===== config.mk =====
export PLATFORM = sky130hd
export DESIGN_NAME = fsp_frame_sync
export DESIGN_NICKNAME = d
export VERILOG_FILES = /design/src/hw/fsp_pkg.sv /design/src/hw/fsp_frame_sync.sv
export SDC_FILE = /design/constraint.sdc
export NUM_CORES = 1
export LEC_CHECK = 0
export BUFFER_PORTS_ARGS = -buffer_cell sky130_fd_sc_hd__buf_2
export CORE_ASPECT_RATIO = 0.9
export CORE_MARGIN = 2
export CORE_UTILIZATION = 56
export CTS_CLUSTER_SIZE = 8
export DETAILED_ROUTE_END_ITERATION = 8
export HOLD_SLACK_MARGIN = 0.15
export PLACE_DENSITY = 0.81
export SLEW_MARGIN = 20
export SYNTH_ARGS = -nofsm -noshare
export SYNTH_HDL_FRONTEND = slang
export SYNTH_SLANG_ARGS = --single-unit

===== constraint.sdc =====
create_clock -name aclk -period 4.03 [get_ports aclk]
set_input_delay 0.2015 -clock aclk [delete_from_list [all_inputs] [get_ports aclk]]
set_output_delay 0.2015 -clock aclk [all_outputs]
set_load 0.03 [all_outputs]

===== src/hw/fsp_pkg.sv =====
// package: register map, field layout and constants of the frame-sync pulse and channel divider
package fsp_pkg;
    // printed offsets are register indices; byte address is four times the index
    localparam logic [7:0] FSP_IDX_CTRL = 8'h47;
    localparam logic [7:0] FSP_IDX_DIV = 8'h48;
    localparam logic [7:0] FSP_IDX_DLYA = 8'h49;
    localparam logic [7:0] FSP_IDX_DLYB = 8'h4A;
    localparam logic [7:0] FSP_IDX_OUTPUT_CHANNEL_DIVIDER_CODE = 8'h4B;
    localparam logic [7:0] FSP_IDX_STAT = 8'h4C;
    localparam logic [15:0] FSP_RST_CTRL = 16'h0080;
    localparam logic [15:0] FSP_RST_DIV = 16'h0001;
    localparam logic [15:0] FSP_RST_DLYA = 16'h003F;
    localparam logic [15:0] FSP_RST_DLYB = 16'h0000;
    localparam logic [15:0] FSP_RST_OUTPUT_CHANNEL_DIVIDER_CODE = 16'h0800;
    localparam logic [1:0] FSP_RESP_OKAY = 2'h0;
    localparam logic [1:0] FSP_RESP_SLVERR = 2'h2;
    localparam logic [2:0] FSP_PRE_DIV2 = 3'h2;
    localparam logic [2:0] FSP_PRE_DIV4 = 3'h4;
    localparam logic [4:0] FSP_OUTPUT_CHANNEL_DIVIDER_CODE_MAX = 5'h0C;
    // control register fields
    typedef struct packed {
        logic [7:0] rsvd_hi;
        logic [2:0] frame_sync_prescaler;
        logic burst_enable;
        logic frame_sync_enable;
        logic repeater_mode_select;
        logic [1:0] rsvd_lo;
    } fsp_ctrl_t;
    typedef struct packed {
        logic [4:0] rsvd;
        logic [10:0] frame_sync_post_divider;
    } fsp_div_t;
    typedef struct packed {
        logic [3:0] rsvd;
        logic [5:0] delay_adjust_two;
        logic [5:0] delay_adjust_one;
    } fsp_dlya_t;
    typedef struct packed {
        logic [3:0] burst_pulse_count;
        logic [5:0] delay_adjust_four;
        logic [5:0] delay_adjust_three;
    } fsp_dlyb_t;
    typedef struct packed {
        logic [4:0] rsvd_hi;
        logic [4:0] output_channel_divider_code;
        logic [5:0] rsvd_lo;
    } fsp_output_channel_divider_code_t;
    typedef enum logic [2:0] {
        FSP_IDLE = 3'b001,
        FSP_RUN = 3'b010,
        FSP_BURST = 3'b100
    } fsp_state_t;
endpackage


===== src/hw/fsp_frame_sync.sv =====
// frame-sync pulse generator, channel divider and AXI4-Lite register slave
//
// Implementation choice: the AXI4-Lite register port.
`timescale 1ns/1ps
`default_nettype none
module fsp_frame_sync
    import fsp_pkg::*;
(
    input wire logic aclk,
    input wire logic aresetn,
    input wire logic [31:0] s_axi_awaddr,
    input wire logic s_axi_awvalid,
    output logic s_axi_awready,
    input wire logic [31:0] s_axi_wdata,
    input wire logic [3:0] s_axi_wstrb,
    input wire logic s_axi_wvalid,
    output logic s_axi_wready,
    output logic [1:0] s_axi_bresp,
    output logic s_axi_bvalid,
    input wire logic s_axi_bready,
    input wire logic [31:0] s_axi_araddr,
    input wire logic s_axi_arvalid,
    output logic s_axi_arready,
    output logic [31:0] s_axi_rdata,
    output logic [1:0] s_axi_rresp,
    output logic s_axi_rvalid,
    input wire logic s_axi_rready,
    input wire logic frame_sync_request_pin,
    input wire logic src_clk_en,
    output logic chan_clk_en,
    output logic frame_sync_pulse,
    output logic [5:0] delay_adjust_one,
    output logic [5:0] delay_adjust_two,
    output logic [5:0] delay_adjust_three,
    output logic [5:0] delay_adjust_four
);
    fsp_ctrl_t ctrl_r;
    fsp_div_t div_r;
    fsp_dlya_t dlya_r;
    fsp_dlyb_t dlyb_r;
    fsp_output_channel_divider_code_t output_channel_divider_code_r;
    logic [31:0] awaddr_r;
    logic aw_have_r;
    logic [15:0] wdata_r;
    logic [1:0] wstrb_r;
    logic w_have_r;
    logic [15:0] rdata_r;
    logic rerr_r;
    logic bvalid_r;
    logic berr_r;
    logic rvalid_r;
    logic req_s1_r;
    logic req_s2_r;
    logic req_d_r;
    logic [1:0] pre_cnt_r;
    logic [10:0] post_cnt_r;
    logic [7:0] ch_cnt_r;
    logic [3:0] burst_left_r;
    logic pulse_r;
    fsp_state_t state_r;
    fsp_state_t state_nxt;

    // address decode
    wire [7:0] w_idx = awaddr_r[9:2];
    wire w_ok = (awaddr_r[31:10] == 22'h0) && (w_idx >= FSP_IDX_CTRL) && (w_idx <= FSP_IDX_OUTPUT_CHANNEL_DIVIDER_CODE);
    wire [7:0] r_idx = s_axi_araddr[9:2];
    wire r_hi_ok = (s_axi_araddr[31:10] == 22'h0);
    wire do_write = aw_have_r && w_have_r && !bvalid_r;
    wire [15:0] wmask = {{8{wstrb_r[1]}}, {8{wstrb_r[0]}}};
    wire rd_take = s_axi_arvalid && !rvalid_r;

    assign s_axi_awready = !aw_have_r && !bvalid_r;
    assign s_axi_wready = !w_have_r && !bvalid_r;
    assign s_axi_bvalid = bvalid_r;
    assign s_axi_bresp = berr_r ? FSP_RESP_SLVERR : FSP_RESP_OKAY;
    assign s_axi_arready = !rvalid_r;
    assign s_axi_rvalid = rvalid_r;
    assign s_axi_rdata = {16'h0000, rdata_r};
    assign s_axi_rresp = rerr_r ? FSP_RESP_SLVERR : FSP_RESP_OKAY;

    function automatic logic [15:0] merge(input logic [15:0] old, input logic [15:0] nw,
                                          input logic [15:0] m);
        merge = (old & ~m) | (nw & m);
    endfunction

    // channel ratio table: 2,4,6,8,12,16,24,32,48,64,96,128,192
    function automatic logic [7:0] ch_ratio(input logic [4:0] code);
        case (code)
            5'h00: ch_ratio = 8'h02;
            5'h01: ch_ratio = 8'h04;
            5'h02: ch_ratio = 8'h06;
            5'h03: ch_ratio = 8'h08;
            5'h04: ch_ratio = 8'h0C;
            5'h05: ch_ratio = 8'h10;
            5'h06: ch_ratio = 8'h18;
            5'h07: ch_ratio = 8'h20;
            5'h08: ch_ratio = 8'h30;
            5'h09: ch_ratio = 8'h40;
            5'h0A: ch_ratio = 8'h60;
            5'h0B: ch_ratio = 8'h80;
            5'h0C: ch_ratio = 8'hC0;
            default: ch_ratio = 8'hC0;
        endcase
    endfunction

    always_ff @(posedge aclk) begin
        if (!aresetn) begin
            aw_have_r <= 1'b0;
            w_have_r <= 1'b0;
            awaddr_r <= 32'h0;
            wdata_r <= 16'h0;
            wstrb_r <= 2'h0;
            bvalid_r <= 1'b0;
            berr_r <= 1'b0;
        end else begin
            if (s_axi_awvalid && s_axi_awready) begin
                aw_have_r <= 1'b1;
                awaddr_r <= s_axi_awaddr;
            end
            if (s_axi_wvalid && s_axi_wready) begin
                w_have_r <= 1'b1;
                wdata_r <= s_axi_wdata[15:0];
                wstrb_r <= s_axi_wstrb[1:0];
            end
            if (do_write) begin
                aw_have_r <= 1'b0;
                w_have_r <= 1'b0;
                bvalid_r <= 1'b1;
                berr_r <= !w_ok;
            end else if (bvalid_r && s_axi_bready) begin
                bvalid_r <= 1'b0;
            end
        end
    end

    // registers keep every bit as written, reserved ones too, so software can read back 
    always_ff @(posedge aclk) begin
        if (!aresetn) begin
            ctrl_r <= FSP_RST_CTRL;
            div_r <= FSP_RST_DIV;
            dlya_r <= FSP_RST_DLYA;
            dlyb_r <= FSP_RST_DLYB;
            output_channel_divider_code_r <= FSP_RST_OUTPUT_CHANNEL_DIVIDER_CODE;
        end else if (do_write && w_ok) begin
            case (w_idx)
                FSP_IDX_CTRL: ctrl_r <= merge(ctrl_r, wdata_r, wmask);
                FSP_IDX_DIV: div_r <= merge(div_r, wdata_r, wmask);
                FSP_IDX_DLYA: dlya_r <= merge(dlya_r, wdata_r, wmask);
                FSP_IDX_DLYB: dlyb_r <= merge(dlyb_r, wdata_r, wmask);
                FSP_IDX_OUTPUT_CHANNEL_DIVIDER_CODE: output_channel_divider_code_r <= merge(output_channel_divider_code_r, wdata_r, wmask);
                default: ctrl_r <= ctrl_r;
            endcase
        end
    end

    always_ff @(posedge aclk) begin
        if (!aresetn) begin
            rvalid_r <= 1'b0;
            rdata_r <= 16'h0;
            rerr_r <= 1'b0;
        end else if (rd_take) begin
            rvalid_r <= 1'b1;
            rerr_r <= 1'b0;
            case (r_hi_ok ? r_idx : 8'h00)
                FSP_IDX_CTRL: rdata_r <= ctrl_r;
                FSP_IDX_DIV: rdata_r <= div_r;
                FSP_IDX_DLYA: rdata_r <= dlya_r;
                FSP_IDX_DLYB: rdata_r <= dlyb_r;
                FSP_IDX_OUTPUT_CHANNEL_DIVIDER_CODE: rdata_r <= output_channel_divider_code_r;
                FSP_IDX_STAT: rdata_r <= {8'h00, 1'b0, state_r, burst_left_r};
                default: begin
                    rdata_r <= 16'h0;
                    rerr_r <= 1'b1;
                end
            endcase
        end else if (rvalid_r && s_axi_rready) begin
            rvalid_r <= 1'b0;
        end
    end

    // request pin crosses in through two flops; only the second is read
    always_ff @(posedge aclk) begin
        if (!aresetn) begin
            req_s1_r <= 1'b0;
            req_s2_r <= 1'b0;
            req_d_r <= 1'b0;
        end else begin
            req_s1_r <= frame_sync_request_pin;
            req_s2_r <= req_s1_r;
            req_d_r <= req_s2_r;
        end
    end
    wire req_rise = req_s2_r && !req_d_r;

    // prescaler: any code other than 2 behaves as divide by 4
    wire [1:0] pre_last = (ctrl_r.frame_sync_prescaler == FSP_PRE_DIV2) ? 2'd1 : 2'd3;
    wire pre_tick = src_clk_en && (pre_cnt_r == pre_last);
    // post divider: zero is treated as one to avoid a stall
    wire [10:0] post_last = (div_r.frame_sync_post_divider == 11'h0) ? 11'h0
                          : div_r.frame_sync_post_divider - 11'h1;
    wire post_tick = pre_tick && (post_cnt_r >= post_last);
    wire en = ctrl_r.frame_sync_enable;
    wire repeater = ctrl_r.repeater_mode_select;
    // burst start: repeater mode, or burst mode in master; pulse count applies to both
    wire burst_trig = req_rise && (repeater || ctrl_r.burst_enable);

    always_comb begin
        state_nxt = state_r;
        case (state_r)
            FSP_IDLE: begin
                if (en && burst_trig) begin
                    state_nxt = FSP_BURST;
                end else if (en && !repeater && !ctrl_r.burst_enable) begin
                    state_nxt = FSP_RUN;
                end
            end
            FSP_RUN: begin
                if (!en || repeater || ctrl_r.burst_enable) begin
                    state_nxt = FSP_IDLE;
                end
            end
            FSP_BURST: begin
                if (!en || (post_tick && burst_left_r <= 4'd1)) begin
                    state_nxt = FSP_IDLE;
                end
            end
            default: state_nxt = FSP_IDLE;
        endcase
    end

    always_ff @(posedge aclk) begin
        if (!aresetn) begin
            state_r <= FSP_IDLE;
            pre_cnt_r <= 2'd0;
            post_cnt_r <= 11'd0;
            burst_left_r <= 4'd0;
            pulse_r <= 1'b0;
        end else begin
            state_r <= state_nxt;
            pulse_r <= (state_r != FSP_IDLE) && en && post_tick;
            if (state_r == FSP_IDLE) begin
                pre_cnt_r <= 2'd0;
                post_cnt_r <= 11'd0;
                // a count of zero still sends one pulse
                burst_left_r <= dlyb_r.burst_pulse_count;
            end else if (src_clk_en) begin
                pre_cnt_r <= pre_tick ? 2'd0 : pre_cnt_r + 2'd1;
                if (pre_tick) begin
                    post_cnt_r <= post_tick ? 11'd0 : post_cnt_r + 11'd1;
                end
                if (post_tick && state_r == FSP_BURST && burst_left_r != 4'd0) begin
                    burst_left_r <= burst_left_r - 4'd1;
                end
            end
        end
    end

    // channel divider; codes above 12 hold the largest ratio
    wire [7:0] ch_last = ch_ratio(output_channel_divider_code_r.output_channel_divider_code) - 8'h01;
    always_ff @(posedge aclk) begin
        if (!aresetn) begin
            ch_cnt_r <= 8'h00;
            chan_clk_en <= 1'b0;
        end else begin
            chan_clk_en <= src_clk_en && (ch_cnt_r >= ch_last);
            if (src_clk_en) begin
                ch_cnt_r <= (ch_cnt_r >= ch_last) ? 8'h00 : ch_cnt_r + 8'h01;
            end
        end
    end

    assign frame_sync_pulse = pulse_r;
    assign delay_adjust_one = dlya_r.delay_adjust_one;
    assign delay_adjust_two = dlya_r.delay_adjust_two;
    assign delay_adjust_three = dlyb_r.delay_adjust_three;
    assign delay_adjust_four = dlyb_r.delay_adjust_four;

    property p_no_pulse_disabled;
        @(posedge aclk) disable iff (!aresetn)
        !en && !$past(en) |-> !frame_sync_pulse;
    endproperty
    a_no_pulse_disabled: assert property (p_no_pulse_disabled)
        else $error("pulse while disabled");

    property p_repeater_idle;
        @(posedge aclk) disable iff (!aresetn)
        repeater && state_r == FSP_IDLE && !burst_trig |=> state_r != FSP_RUN;
    endproperty
    a_repeater_idle: assert property (p_repeater_idle)
        else $error("repeater ran continuously");

    property p_burst_start;
        @(posedge aclk) disable iff (!aresetn)
        state_r == FSP_IDLE && en && burst_trig |=> state_r == FSP_BURST;
    endproperty
    a_burst_start: assert property (p_burst_start)
        else $error("request did not start burst");

    property p_burst_load;
        @(posedge aclk) disable iff (!aresetn)
        state_r == FSP_IDLE |=> burst_left_r == $past(dlyb_r.burst_pulse_count);
    endproperty
    a_burst_load: assert property (p_burst_load)
        else $error("burst count not loaded");

    property p_reset_vals;
        @(posedge aclk)
        !aresetn |=> ctrl_r == FSP_RST_CTRL && dlya_r == FSP_RST_DLYA && div_r == FSP_RST_DIV;
    endproperty
    a_reset_vals: assert property (p_reset_vals)
        else $error("reset values wrong");

    // the smallest prescale ratio is two, so two pulses can never be adjacent
    property p_pre_div2;
        @(posedge aclk) disable iff (!aresetn)
        frame_sync_pulse |=> !frame_sync_pulse;
    endproperty
    a_pre_div2: assert property (p_pre_div2)
        else $error("frame sync pulses back to back");

    property p_post_div;
        @(posedge aclk) disable iff (!aresetn)
        post_tick |-> post_cnt_r >= post_last;
    endproperty
    a_post_div: assert property (p_post_div)
        else $error("post divider early");

    // the smallest channel ratio is two, so two enables can never be adjacent
    property p_output_channel_divider_code;
        @(posedge aclk) disable iff (!aresetn)
        chan_clk_en |=> !chan_clk_en;
    endproperty
    a_output_channel_divider_code: assert property (p_output_channel_divider_code)
        else $error("channel enables back to back");
endmodule
`default_nettype wire


==> results.toml <==
[layout]
diodes = 0
finalNetCount = 1271
area_growth_pct = 17.7
drive_above_1_share = 0.179
multi_input_area_mm2 = 0.00464
n_fill_cell = 1251
regArea_mm2 = 0.00380
post-route-util = 0.665

[logic_synthesis]
synth_common_cells = "190 x dfxtp_1, 151 x nand2_1, 88 x nor2_1, 80 x mux2i_1, 53 x a21oi_1"
synthFlopType = "dfxtp_1"
netlist.top_cell.by_area = "dfxtp_1"
synth.avg_cell_area_um2 = 9.05
synthCells = 998
synth_area_mm2 = 0.00903
synthTopCellsByArea = "dfxtp_1 42%, mux2i_1 8.9%, nand2_1 6.3%, buf_4 4.2%, nor2_1 3.7%"
ys.warnings.count = 0
ys_ff_latch = 190
async_flop_share = 0
synth.top_cell.area_share = 0.421
yosysMostFrequentCell = "dfxtp_1"
synth_edf_count = 0
synth_cell_types = 64
synth-seq-area-share = 0.421

[worst_setup_path]
r2r_end = "post_cnt_r[1]"
end_kind = "register"
reg2reg_depth = 11
arrival_ns = 3.91
path_class = "register to register"
cp.required_ns = 4.38
worstSetupStartpointType = "register"
rrSetupSlack_ns = 0.47
crit_path_max_fanout = 11

[clock_tree]
path_clk_slew_ns = 0.07
cts_buffers = 17
htree_levels = 4
cts_tree = "done"
cts_sinks = 190
cts_root_buffer = "clkbuf_16"
cts_buffer_depth = 2
clock_latency_ns = 0.44

[grt]
antenna_found_initial = 0
grt_usage = 0.265
grt_overflow = 0
grt_max_degree = 77
grt_pass1_wl_um = 36000
grt_pass1_vias = 7325

[power_and_ir_drop]
leakage_nw = 4.47
powerDensity_mw_per_mm2 = 373
p_comb_frac = 0.087
cell_internal_pwr_w = 0.00289
sw_frac_of_total = 0.271
power_frac_seq = 0.498
power.net_switching_w = 0.00107
clock_power_share = 0.415
irDropWorstVdd_mv = 0.312

[floorplanning]
coreArea_mm2 = 0.0160
ios = 176
row_count = 44
dieArea_mm2 = 0.0172
die_y_um = 124
die_w_um = 138
start_util = 0.565

[worst_hold_path]
min_from = "s_axi_araddr[5]"
hp-class = "primary input to register"
min_to = "rerr_r"
hold_path_depth = 4

[sta]
setup-violations-final = 0
tightestPinTransition_ns = 1.03
drv_slew = 0
hold_ws_ns = 0.179
relSlewSlack = 0.306
finalCritPeriodShare = 0.882
final-hold-violation-count = 0
period_minus_slack_ns = 3.56
rsz0062_at_grt = "false"
clock-skew-final_ns = 0.00977
fmax_mhz = 281
fin_setup_tns_ns = 0

[drt]
antenna_left = 0
vias = 7520
drt-vias-per-instance = 5.55
post_drt_wl_per_cell_um = 16.3
drc_errors = 0
dr.pass1.iters = 6
routed_wl_um = 22100
drt_iter0_drc = 590

[run_status]
outcome = "finished clean"

[job]
max_cap_violations = 0

[place]
gp_congestion = 0.928
portBuffers = 135
dp_hpwl_um = 15000
[how the worst max path moves through the flow]
| stage | endpoint | cells after the start | startpoint |
|---|---|---|---|
| floorplan | state_r[2] | 12 | register |
| global placement | post_cnt_r[1] | 11 | register |
| detailed placement | post_cnt_r[1] | 11 | register |
| CTS | post_cnt_r[1] | 11 | register |
| global route | post_cnt_r[1] | 11 | register |
| finish | post_cnt_r[1] | 11 | register |
[metal layers]
metal	GRT usage	wire length (um)
met4	0.0852	447
met5	0	0
met2	0.439	10700
met3	0.0501	1250
met1	0.347	9680
[critical path, cell delays in order (launching register included)]
cell and delay, ns:
dfxtp_1 0.37, or4_1 0.54, or3_1 0.39, or2_1 0.32
and2_1 0.20, ha_1 0.26, nand2b_1 0.13, a31oi_1 0.19
o31ai_1 0.13, o211ai_1 0.31, nand3_1 0.38, a21oi_1 0.24
[timing repair]
action	4_1_cts	5_1_grt
endpoints found under the hold margin	52	0
resized for setup	0	0
hold buffers	53	0
buffers inserted	0	0
[placed cells by master, fill, tap and decap left out, types with 13 or more instances in the layout]
master and count:
nand3_1 13, buf_2 135, a22oi_1 16, conb_1 18, nor2_1 88, inv_1 22, clkbuf_16 17, a21oi_1 53
o21ai_0 23, dlygate4sd3_1 53, nand2_1 151, nor2b_1 39, xor2_1 17, xnor2_1 14, ha_1 26, mux2i_1 80
dfxtp_1 190
[logic make-up after synthesis]
group | share of synthesized area
simple gates | 0.205
flops | 0.421
compound gates | 0.115
buf+inv | 0.0721
mux | 0.120
xor+xnor | 0.0301
fa+ha+maj | 0.0360
other cells | 0.000415
[layout make-up]
cell class	count	share of cell area
inverters	23	0.00813
clock inverters	15	0.0143
flip-flops and latches	190	0.358
well taps	207	0.0244
multi-input cells	709	0.437
clock buffers	17	0.0401
repair buffers	195	0.119
[stage by stage]
stage	cells	power, W	setup slack (ns)	area [um2]
after global placement	1271	0.00231	0.574	9510
after global routing	1356	0.00411	0.172	10600
after floorplan	1015	0.00222	0.822	9090
after CTS	1356	0.00396	0.458	10600
final	1356	0.00396	0.474	10600
after detailed placement	1271	0.00232	0.493	9510
[power groups by stage]
stage	Combinational [W]	Clock, W	Sequential (W)
3_5_place_dp	0.000301	0	0.00202
3_3_place_gp	0.000297	0	0.00201
2_1_floorplan	0.000213	0	0.00201
6_report	0.000346	0.00164	0.00197
5_1_grt	0.000383	0.00174	0.00198
4_1_cts	0.000342	0.00165	0.00197
Note: power is estimated with default switching activity, not from simulation.
